==> config.mk <==
export PLATFORM = sky130hd
export DESIGN_NAME = qcc_core
export DESIGN_NICKNAME = d
export VERILOG_FILES = /design/src/qcc_pkg.sv /design/src/qcc_count_if.sv /design/src/qcc_prescaler.sv /design/src/qcc_phase_decoder.sv /design/src/qcc_core.sv
export VERILOG_INCLUDE_DIRS = /design/src
export SDC_FILE = /design/constraint.sdc
export NUM_CORES = 1
export LEC_CHECK = 0
export ABC_AREA = 1
export BUFFER_PORTS_ARGS = -buffer_cell sky130_fd_sc_hd__buf_2
export CORE_UTILIZATION = 25
export DETAILED_ROUTE_END_ITERATION = 10
export GPL_TIMING_DRIVEN = 0
export SLEW_MARGIN = 20
export SYNTH_ARGS = -nofsm -noshare
export SYNTH_HDL_FRONTEND = slang
export SYNTH_SLANG_ARGS = --single-unit
==> constraint.sdc <==
create_clock -name clk -period 6.49 [get_ports clk]
set_clock_uncertainty 0.2 [all_clocks]
set_input_delay 1.947 -clock clk [delete_from_list [all_inputs] [get_ports clk]]
set_output_delay 1.947 -clock clk [all_outputs]
set_load 0.01 [all_outputs]
==> src/qcc_regs.svh <==
/*
  register offsets, field positions and reset values of the quadrature
  counter control block, as define macros.
  assumes: included by bare name from the package and the core module.
*/
`ifndef QCC_REGS_SVH
`define QCC_REGS_SVH

// ----------------------------------------------------------------
// register word offsets
// ----------------------------------------------------------------
`define QCC_ADDR_W           3
`define QCC_DATA_W           16
`define QCC_OFS_CONTROL      3'h0
`define QCC_OFS_CONFIG       3'h1
`define QCC_OFS_POS_LOW      3'h2
`define QCC_OFS_POS_HIGH     3'h3
`define QCC_OFS_INDEX_CNT    3'h4
`define QCC_OFS_INTERVAL     3'h5
`define QCC_OFS_VELOCITY     3'h6
`define QCC_OFS_STATUS       3'h7

// ----------------------------------------------------------------
// control register fields
// ----------------------------------------------------------------
`define QCC_CTL_CCM_LO       0
`define QCC_CTL_CCM_HI       1
`define QCC_CTL_GATE_EN      2
`define QCC_CTL_POLARITY     3
`define QCC_CTL_PRESC_LO     4
`define QCC_CTL_PRESC_HI     6
`define QCC_CTL_RESET        7'h00

// ----------------------------------------------------------------
// configuration register fields
// ----------------------------------------------------------------
`define QCC_CFG_IDXMODE_LO   0
`define QCC_CFG_IDXMODE_HI   2
`define QCC_CFG_SWAP         3
`define QCC_CFG_A_POL        4
`define QCC_CFG_B_POL        5
`define QCC_CFG_IMV_LO       6
`define QCC_CFG_IMV_HI       7
`define QCC_CFG_EXT_DIR      8
`define QCC_CFG_RESET        9'h000

// ----------------------------------------------------------------
// prescaler
// ----------------------------------------------------------------
`define QCC_PRESC_W          3
`define QCC_PRESC_CNT_W      7

`endif

==> src/qcc_pkg.sv <==
/*
  types shared by the quadrature counter control modules.
  assumes: qcc_regs.svh is on the include path.
*/
`include "qcc_regs.svh"

package qcc_pkg;

  // counting mode field
  typedef enum logic [1:0]
  {
    QCC_CCM_QUAD     = 2'h0,
    QCC_CCM_EXT_DIR  = 2'h1,
    QCC_CCM_EXT_CLK  = 2'h2,
    QCC_CCM_TIMER    = 2'h3
  } qcc_ccm_type;

  // index event handling
  typedef enum logic [2:0]
  {
    QCC_IDX_NONE        = 3'h0,
    QCC_IDX_RESET_MATCH = 3'h1
  } qcc_idx_mode_type;

endpackage

==> src/qcc_count_if.sv <==
/*
  carrier between the core, the prescaler and the phase decoder.
  assumes: all parties run on the same clock.
*/
`timescale 1ns/10ps

interface qcc_count_if;
  logic tick;
  logic phase_a;
  logic phase_b;
  logic step;
  logic step_up;

  modport presc
  (
    output tick
  );
  modport dec
  (
    input  tick,
    input  phase_a,
    input  phase_b,
    output step,
    output step_up
  );
endinterface

==> src/qcc_prescaler.sv <==
/*
  power of two divider: one tick every 2^code clocks.
  assumes: code may change at any time; the next tick then follows the new mask.
*/
`timescale 1ns/10ps

module qcc_prescaler
  import qcc_pkg::*;
#(
  parameter int PRESC_W = `QCC_PRESC_W,
  parameter int CNT_W   = `QCC_PRESC_CNT_W
)
(
  // clock and reset
  input  wire logic               clk,
  input  wire logic               rstn,
  // divider select
  input  wire logic [PRESC_W-1:0] code,
  // tick out
  qcc_count_if.presc              cif
);

  if (CNT_W != (1 << PRESC_W) - 1)
    $error("qcc_prescaler: CNT_W must be 2^PRESC_W - 1");

  logic [CNT_W-1:0] cnt_reg;
  logic [CNT_W-1:0] mask;

  // code 0 gives an all-zero mask, so every clock ticks
  assign mask = CNT_W'((1 << code) - 1);

  always_ff @(posedge clk or negedge rstn)
  begin
    if (!rstn)
      cnt_reg <= '0;
    else
      cnt_reg <= cnt_reg + 1'b1;
  end

  assign cif.tick = ((cnt_reg & mask) == mask);

endmodule

==> src/qcc_phase_decoder.sv <==
/*
  x4 quadrature decoder: one step on every tick sample where exactly one phase has an edge.
  assumes: phases already swapped and polarity corrected, sampled on tick.
*/
`timescale 1ns/10ps

module qcc_phase_decoder
  import qcc_pkg::*;
(
  // clock and reset
  input  wire logic clk,
  input  wire logic rstn,
  // phases in, steps out
  qcc_count_if.dec  cif
);

  logic prev_a_reg;
  logic prev_b_reg;
  logic step_reg;
  logic up_reg;
  logic one_change;

  // both phases moving at once has no direction; such a sample is dropped
  assign one_change = (cif.phase_a ^ prev_a_reg) ^ (cif.phase_b ^ prev_b_reg);

  always_ff @(posedge clk or negedge rstn)
  begin
    if (!rstn)
    begin
      prev_a_reg <= 1'b0;
      prev_b_reg <= 1'b0;
    end
    else if (cif.tick)
    begin
      prev_a_reg <= cif.phase_a;
      prev_b_reg <= cif.phase_b;
    end
  end

  always_ff @(posedge clk or negedge rstn)
  begin
    if (!rstn)
    begin
      step_reg <= 1'b0;
      up_reg   <= 1'b0;
    end
    else
    begin
      step_reg <= cif.tick && one_change;
      // a leading b counts up
      up_reg   <= cif.phase_a ^ prev_b_reg;
    end
  end

  assign cif.step    = step_reg;
  assign cif.step_up = up_reg;

endmodule

==> src/qcc_core.sv <==
/*
  quadrature counter control core: mode select, prescaler, direction,
  gating, index match reset and the position, index, interval and
  velocity counters, with a plain register port.
  assumes: all inputs synchronous to clk; register strobes one cycle,
  never both at once; read data is valid the cycle after the strobe.
*/
// Decided for this implementation: the address map and the plain strobed port.
// Functional notes
// - prescale code divides counter clock 1 to 128
// - polarity bit selects default count direction
// - gate enable lets gate input stop position
// - mode 11 counts prescaled internal clock
// - mode 10 counts external clock edges
// - mode 01 external clock, external direction
// - mode 00 x4 quadrature from phases
// - modes 10/11 timers, index mode ignored
// - quadrature index match clears position counter
// - match uses swapped, polarity corrected phases
`timescale 1ns/10ps
`include "qcc_regs.svh"

module qcc_core
  import qcc_pkg::*;
(
  // clock and reset
  input  wire logic                   clk,
  input  wire logic                   rstn,
  // register port
  input  wire logic [`QCC_ADDR_W-1:0] reg_addr,
  input  wire logic [`QCC_DATA_W-1:0] reg_wdata,
  input  wire logic                   reg_wr,
  input  wire logic                   reg_rd,
  output logic      [`QCC_DATA_W-1:0] reg_rdata,
  // encoder side
  input  wire logic                   phase_a_input,
  input  wire logic                   phase_b_input,
  input  wire logic                   index_input,
  input  wire logic                   gate_input,
  input  wire logic                   ext_count_input,
  input  wire logic                   ext_updown_input,
  // counter view
  output logic      [31:0]            position_count,
  output logic                        count_up,
  output logic                        index_match_hit
);

  // ----------------------------------------------------------------
  // control and configuration registers
  // ----------------------------------------------------------------
  logic [`QCC_PRESC_W-1:0] counter_clock_prescale_reg;
  logic                    count_direction_polarity_reg;
  logic                    external_gate_enable_reg;
  qcc_ccm_type             counter_control_mode_reg;
  qcc_idx_mode_type        index_event_mode_reg;
  logic                    phase_swap_reg;
  logic                    phase_a_polarity_reg;
  logic                    phase_b_polarity_reg;
  logic [1:0]              index_match_value_reg;
  logic                    ext_dir_enable_reg;

  logic wr_control;
  logic wr_config;
  logic wr_pos_low;
  logic wr_pos_high;

  assign wr_control  = reg_wr && (reg_addr == `QCC_OFS_CONTROL);
  assign wr_config   = reg_wr && (reg_addr == `QCC_OFS_CONFIG);
  assign wr_pos_low  = reg_wr && (reg_addr == `QCC_OFS_POS_LOW);
  assign wr_pos_high = reg_wr && (reg_addr == `QCC_OFS_POS_HIGH);

  always_ff @(posedge clk or negedge rstn)
  begin
    if (!rstn)
    begin
      counter_clock_prescale_reg   <= '0;
      count_direction_polarity_reg <= 1'b0;
      external_gate_enable_reg     <= 1'b0;
      counter_control_mode_reg     <= QCC_CCM_QUAD;
    end
    else if (wr_control)
    begin
      counter_clock_prescale_reg   <= reg_wdata[`QCC_CTL_PRESC_HI:`QCC_CTL_PRESC_LO];
      count_direction_polarity_reg <= reg_wdata[`QCC_CTL_POLARITY];
      external_gate_enable_reg     <= reg_wdata[`QCC_CTL_GATE_EN];
      counter_control_mode_reg     <= qcc_ccm_type'(reg_wdata[`QCC_CTL_CCM_HI:`QCC_CTL_CCM_LO]);
    end
  end

  always_ff @(posedge clk or negedge rstn)
  begin
    if (!rstn)
    begin
      index_event_mode_reg  <= QCC_IDX_NONE;
      phase_swap_reg        <= 1'b0;
      phase_a_polarity_reg  <= 1'b0;
      phase_b_polarity_reg  <= 1'b0;
      index_match_value_reg <= 2'h0;
      ext_dir_enable_reg    <= 1'b0;
    end
    else if (wr_config)
    begin
      index_event_mode_reg  <= qcc_idx_mode_type'(reg_wdata[`QCC_CFG_IDXMODE_HI:`QCC_CFG_IDXMODE_LO]);
      phase_swap_reg        <= reg_wdata[`QCC_CFG_SWAP];
      phase_a_polarity_reg  <= reg_wdata[`QCC_CFG_A_POL];
      phase_b_polarity_reg  <= reg_wdata[`QCC_CFG_B_POL];
      index_match_value_reg <= reg_wdata[`QCC_CFG_IMV_HI:`QCC_CFG_IMV_LO];
      ext_dir_enable_reg    <= reg_wdata[`QCC_CFG_EXT_DIR];
    end
  end

  // ----------------------------------------------------------------
  // prescaler and phase decoder
  // ----------------------------------------------------------------
  qcc_count_if cif ();

  qcc_prescaler #(
    .PRESC_W (`QCC_PRESC_W),
    .CNT_W   (`QCC_PRESC_CNT_W)
  ) u_presc (
    .clk  (clk),
    .rstn (rstn),
    .code (counter_clock_prescale_reg),
    .cif  (cif.presc)
  );

  qcc_phase_decoder u_dec (
    .clk  (clk),
    .rstn (rstn),
    .cif  (cif.dec)
  );

  // swap first, then invert each phase on its own
  logic phase_a_fix;
  logic phase_b_fix;

  assign phase_a_fix = (phase_swap_reg ? phase_b_input : phase_a_input) ^ phase_a_polarity_reg;
  assign phase_b_fix = (phase_swap_reg ? phase_a_input : phase_b_input) ^ phase_b_polarity_reg;
  assign cif.phase_a = phase_a_fix;
  assign cif.phase_b = phase_b_fix;

  // ----------------------------------------------------------------
  // external clock and index edge detection, sampled on the tick
  // ----------------------------------------------------------------
  // the edge is only seen if the input holds across one tick period
  logic ext_prev_reg;
  logic index_prev_reg;
  logic ext_rise;
  logic index_rise;

  always_ff @(posedge clk or negedge rstn)
  begin
    if (!rstn)
    begin
      ext_prev_reg   <= 1'b0;
      index_prev_reg <= 1'b0;
    end
    else if (cif.tick)
    begin
      ext_prev_reg   <= ext_count_input;
      index_prev_reg <= index_input;
    end
  end

  assign ext_rise   = cif.tick && ext_count_input && !ext_prev_reg;
  assign index_rise = cif.tick && index_input && !index_prev_reg;

  // ----------------------------------------------------------------
  // mode select: count event and direction
  // ----------------------------------------------------------------
  logic evt;
  logic evt_up;
  logic default_up;
  logic timer_mode;

  assign default_up = !count_direction_polarity_reg;
  assign timer_mode = (counter_control_mode_reg == QCC_CCM_EXT_CLK) ||
                      (counter_control_mode_reg == QCC_CCM_TIMER);

  always_comb
  begin
    evt    = 1'b0;
    evt_up = default_up;
    unique case (counter_control_mode_reg)
      QCC_CCM_QUAD:
      begin
        evt    = cif.step;
        evt_up = cif.step_up ^ count_direction_polarity_reg;
      end
      QCC_CCM_EXT_DIR:
      begin
        evt    = ext_rise;
        evt_up = ext_updown_input;
      end
      QCC_CCM_EXT_CLK:
      begin
        evt    = ext_rise;
        evt_up = ext_dir_enable_reg ? ext_updown_input : default_up;
      end
      QCC_CCM_TIMER:
      begin
        evt    = cif.tick;
        evt_up = ext_dir_enable_reg ? ext_updown_input : default_up;
      end
    endcase
  end

  // ----------------------------------------------------------------
  // gating and index match
  // ----------------------------------------------------------------
  logic pos_evt;
  logic match_clear;

  assign pos_evt = evt && (!external_gate_enable_reg || gate_input);

  // index mode has no say in timer modes
  assign match_clear = (counter_control_mode_reg == QCC_CCM_QUAD) &&
                       (index_event_mode_reg == QCC_IDX_RESET_MATCH) &&
                       index_input &&
                       ({phase_a_fix, phase_b_fix} == index_match_value_reg);

  // ----------------------------------------------------------------
  // position counter
  // ----------------------------------------------------------------
  logic [31:0] position_count_reg;
  logic [31:0] position_count_next;

  always_comb
  begin
    position_count_next = position_count_reg;
    if (pos_evt)
      position_count_next = evt_up ? position_count_reg + 32'h1 : position_count_reg - 32'h1;
    if (wr_pos_low)
      position_count_next = {position_count_reg[31:16], reg_wdata};
    if (wr_pos_high)
      position_count_next = {reg_wdata, position_count_reg[15:0]};
    // the match clears both halves and wins over a same-cycle write
    if (match_clear)
      position_count_next = 32'h0;
  end

  always_ff @(posedge clk or negedge rstn)
  begin
    if (!rstn)
      position_count_reg <= 32'h0;
    else
      position_count_reg <= position_count_next;
  end

  // ----------------------------------------------------------------
  // index, interval and velocity counters
  // ----------------------------------------------------------------
  logic [15:0] index_count_reg;
  logic [15:0] interval_reg;
  logic [15:0] velocity_reg;
  logic        idx_evt;
  logic        vel_read;

  // in timer modes the index counter times the same events as position, taken before the gate
  assign idx_evt  = timer_mode ? evt : index_rise;
  assign vel_read = reg_rd && (reg_addr == `QCC_OFS_VELOCITY);

  always_ff @(posedge clk or negedge rstn)
  begin
    if (!rstn)
      index_count_reg <= 16'h0;
    else if (idx_evt)
      index_count_reg <= evt_up ? index_count_reg + 16'h1 : index_count_reg - 16'h1;
  end

  always_ff @(posedge clk or negedge rstn)
  begin
    if (!rstn)
      interval_reg <= 16'h0;
    else if (cif.tick)
      interval_reg <= interval_reg + 16'h1;
  end

  // a read clears the velocity, but an event in that cycle is kept
  always_ff @(posedge clk or negedge rstn)
  begin
    if (!rstn)
      velocity_reg <= 16'h0;
    else if (vel_read)
      velocity_reg <= pos_evt ? (evt_up ? 16'h1 : 16'hffff) : 16'h0;
    else if (pos_evt)
      velocity_reg <= evt_up ? velocity_reg + 16'h1 : velocity_reg - 16'h1;
  end

  // ----------------------------------------------------------------
  // direction and match outputs
  // ----------------------------------------------------------------
  logic count_up_reg;
  logic match_hit_reg;

  always_ff @(posedge clk or negedge rstn)
  begin
    if (!rstn)
      count_up_reg <= 1'b1;
    else if (pos_evt)
      count_up_reg <= evt_up;
  end

  always_ff @(posedge clk or negedge rstn)
  begin
    if (!rstn)
      match_hit_reg <= 1'b0;
    else
      match_hit_reg <= match_clear;
  end

  assign position_count  = position_count_reg;
  assign count_up        = count_up_reg;
  assign index_match_hit = match_hit_reg;

  // ----------------------------------------------------------------
  // read path
  // ----------------------------------------------------------------
  logic [`QCC_DATA_W-1:0] rdata_next;
  logic [`QCC_DATA_W-1:0] rdata_reg;

  always_comb
  begin
    rdata_next = '0;
    unique case (reg_addr)
      `QCC_OFS_CONTROL:
        rdata_next = {9'h0, counter_clock_prescale_reg, count_direction_polarity_reg,
                      external_gate_enable_reg, counter_control_mode_reg};
      `QCC_OFS_CONFIG:
        rdata_next = {7'h0, ext_dir_enable_reg, index_match_value_reg, phase_b_polarity_reg,
                      phase_a_polarity_reg, phase_swap_reg, index_event_mode_reg};
      `QCC_OFS_POS_LOW:
        rdata_next = position_count_reg[15:0];
      `QCC_OFS_POS_HIGH:
        rdata_next = position_count_reg[31:16];
      `QCC_OFS_INDEX_CNT:
        rdata_next = index_count_reg;
      `QCC_OFS_INTERVAL:
        rdata_next = interval_reg;
      `QCC_OFS_VELOCITY:
        rdata_next = velocity_reg;
      `QCC_OFS_STATUS:
        rdata_next = {11'h0, gate_input, count_up_reg, index_input, phase_b_fix, phase_a_fix};
    endcase
  end

  always_ff @(posedge clk or negedge rstn)
  begin
    if (!rstn)
      rdata_reg <= '0;
    else if (reg_rd)
      rdata_reg <= rdata_next;
    else
      rdata_reg <= '0;
  end

  assign reg_rdata = rdata_reg;

endmodule

==> key figures <==
Status
  – Outcome: finished, final reports clean

Die
  – Die Area: 0.0418 sq mm
  – Num rows: 73
  – Die height: approximately 200 um
  – Initial Utilization: 25.6%
  – Die Width: just over 200 um
  – Core Area: 0.0401 sq mm
  – IO Count: 79

Drt
  – Via count: 10400
  – Final ANT Viol Nets: 0
  – DRC viols: 0
  – Routed wire per std cell: between 15 and 20 um
  – Drt via density: 4.87
  – Initial drt markers: 788
  – Final WL: 36.9 mm
  – Drt first pass iters: 8

Cells and area
  – Area occupied by multi-input gates: 0.00622 sq mm
  – Register Area: 0.00318 sq mm
  – Area Overhead vs Synth: 16.0%
  – Largest register FFs: 32
  – Layout Cells excl Fill: 2143
  – Layout cell share with drive strength beyond 1: 11.4%
  – # fillers: 4437
  – Post-route cell area: 0.0119 sq mm
  – Nets: 1705

Global route
  – Largest net degree at the start of global routing: 94
  – Vias in the first global route: 10100
  – Antenna violations before repair: 1
  – First-pass GRT wire length: 57.4 mm
  – Gr usage total: 18.1%
  – Grt ovf: 0

Clocking
  – TritonCTS Buffers: 17
  – Worst skew pair latency: ~0.42 ns
  – TritonCTS clock tree: built
  – CTS sink count: 127
  – Root buf cell: clkbuf_16
  – Clock slew at reported path FFs: 0.05 ns
  – H-tree depth: 4
  – Post-CTS sizing: 0
  – Clock tree buffer depth: 2
  – Post CTS Setup Buffer Count: 0
  – Hold buffer count at cts: 0

Yosys
  – Most frequent cell after synthesis: nand2_1
  – Async set-reset flop share out of synthesis: 100%
  – Synth Instances: 1508
  – Top cells by count, synth: nand2_1, inv_1, dfrtp_1
  – Syn_nets: 1606
  – Area leader, netlist: dfrtp_1
  – Synth area leaders: dfrtp_1, nand2_1, ha_1, inv_1, a21oi_1
  – Synthesis-stage register bit count: roughly 130
  – Netlist Area Pre-Place: 0.0103 sq mm
  – Top_reg_cell synth: dfrtp_1
  – Syn avg cell area: 6.80 sq um
  – Post-synth EDFFs: 0
  – Share of the synthesized area in the top cell type: 30.8%
  – Synthesis Warnings: 0
  – Sequential area share after synthesis: between 30 and 40%
  – Post-synth cell types: 54

Power and ir drop
  – Switching power: 3.64 mW
  – Pwr dens: 576 mW/mm^2
  – Leakage power: between 6 and 7 nW
  – Logic pwr share: 65.7%
  – Clock Power Share: 12.9%
  – Sequential power share: a little over a fifth
  – Internal power: 3.22 mW
  – Sw Ratio: 53.0%
  – Peak VDD IR: 0.292 mV

Job
  – Max-cap violations: 0

Placement
  – Port Buf Inserts: ~80
  – Area after DPL: ~0.011 sq mm
  – GPL Wtd Cong: 0.954
  – Post-detail-place hpwl: 29.9 mm
  – Placed cells: 2113

Timing
  – Worst slew pin tran: 0.746 ns
  – RSZ-0062 raised after global routing: no
  – Fmax: 199 MHz
  – Fin crit period: 5.04 ns
  – Relative slew margins: 50.1%
  – Final setup fails: 0
  – Slew Viols, Final: 0
  – Hold Fails Final Rpt: 0
  – Hold WS: 0.270 ns
  – Tcrit/Tclk final: 77.6%

Min path
  – Hold path endpoint: u_presc.cnt_reg[0]$_DFF_PN0_
  – Hold depth: 1
  – Hold path start: u_presc.cnt_reg[0]$_DFF_PN0_
  – Worst min path class: reg2reg

Setup path
  – CP Data Required Time: ~6.6 ns
  – Reg2reg path depth: 15
  – Crit start category: primary input
  – Kind of critical path: in2reg
  – Critical R2R Capture: index_count_reg[12]$_DFFE_PN0P_
  – Worst reg-to-reg setup slack: 2.20 ns
  – CP Capture Type: flip-flop
  – Reg2reg start: counter_control_mode_reg[0]$_DFFE_PN0P_
  – CP Max Fanout: 33
  – Critical Path AT: around 5.1 ns
-- layer usage --
layer,up-vias,routed length [um],GRT usage [%]
met2,319,16900,29.4
met1,4909,17000,24.1
met4,0,1030,6.40
li1,5155,-,-
met5,-,0,0
met3,59,2040,3.07
-- power by group through the flow --
stage	registers (mW)	clock network [mW]	logic [mW]
2_1_floorplan	1.33	0	3.22
3_3_place_gp	1.47	0	4.35
3_5_place_dp	1.47	0	4.41
4_1_cts	1.46	0.896	4.44
5_1_grt	1.49	0.938	5.06
6_report	1.47	0.884	4.50
-- area by class of cell --
class                           count  share of cell area [%]
Antenna cell                        1                  0.0210
Multi-Input combinational cell   1162                    52.3
Tap cell                          525                    5.52
Clock inverter                      7                   0.547
Inverter                          190                    6.02
Timing Repair Buffer               80                    3.76
Sequential cell                   127                    26.7
Clock buffer                       22                    3.90
Buffer                             29                    1.23
-- critical path, stage by stage --
cell and delay [ns]:
buf_2 0.10, nor2_1 0.04, o21ai_0 0.38, nand2_4 0.40, buf_12 0.31, ha_1 0.38
nand2_1 0.07, o21ai_0 0.45, a21oi_1 0.19, o21ai_0 0.36, nand3_1 0.14, nand2_1 0.10
xor2_1 0.14, a21oi_1 0.08
-- worst max-delay path by stage --
stage	slack [ns]	startpoint	to
final	1.45	ext_updown_input	index_count_reg[12]$_DFFE_PN0P_
after global routing	1.21	ext_updown_input	index_count_reg[12]$_DFFE_PN0P_
after CTS	1.54	ext_updown_input	index_count_reg[12]$_DFFE_PN0P_
after detailed placement	1.10	ext_updown_input	index_count_reg[12]$_DFFE_PN0P_
after global placement	-0.86	ext_updown_input	index_count_reg[12]$_DFFE_PN0P_
after floorplan	1.0	ext_updown_input	index_count_reg[12]$_DFFE_PN0P_
-- cell usage in the layout (no fill, tap or decap), drive strengths merged, types with 5 or more instances in the layout --
cell / n
a22oi: 7
nand3: 97
inv: 190
ha: 66
a221oi: 15
nand3b: 6
a41oi: 6
o21bai: 5
nand2: 515
nand4: 41
o21ai: 73
a21oi: 98
a31oi: 8
clkbuf: 40
nor3: 15
xnor2: 16
or2: 14
nor2: 117
dfrtp: 126
a21o: 5
xor2: 34
buf: 91
-- cell families (layout without fill, tap and decap cells) --
kind of cell / Yosys count / after routing / synth area share, %
AOI/OAI and AO/OA: 231 / 231 / 13.0
xor gates and xnor gates: 50 / 50 / 4.53
adders and majority gates: 69 / 69 / 8.64
buffers and inverters: 219 / 328 / 8.41
DFF: 127 / 127 / 31.0
other: 0 / 1 / 0
and+or+nand+nor: 812 / 812 / 34.4
-- through the flow --
stage          total power [mW]  utilization [%]  setup slack [ns]  setup TNS (ns)
2_1_floorplan              4.56                -             0.999               0
3_3_place_gp               5.82             28.2            -0.865          -16.21
3_5_place_dp               5.88             28.3              1.10               0
4_1_cts                    6.80             29.7              1.54               0
5_1_grt                    7.50             29.7              1.21               0
6_report                   6.85             29.7              1.45               0
Note: power is estimated with default switching activity, not from simulation.
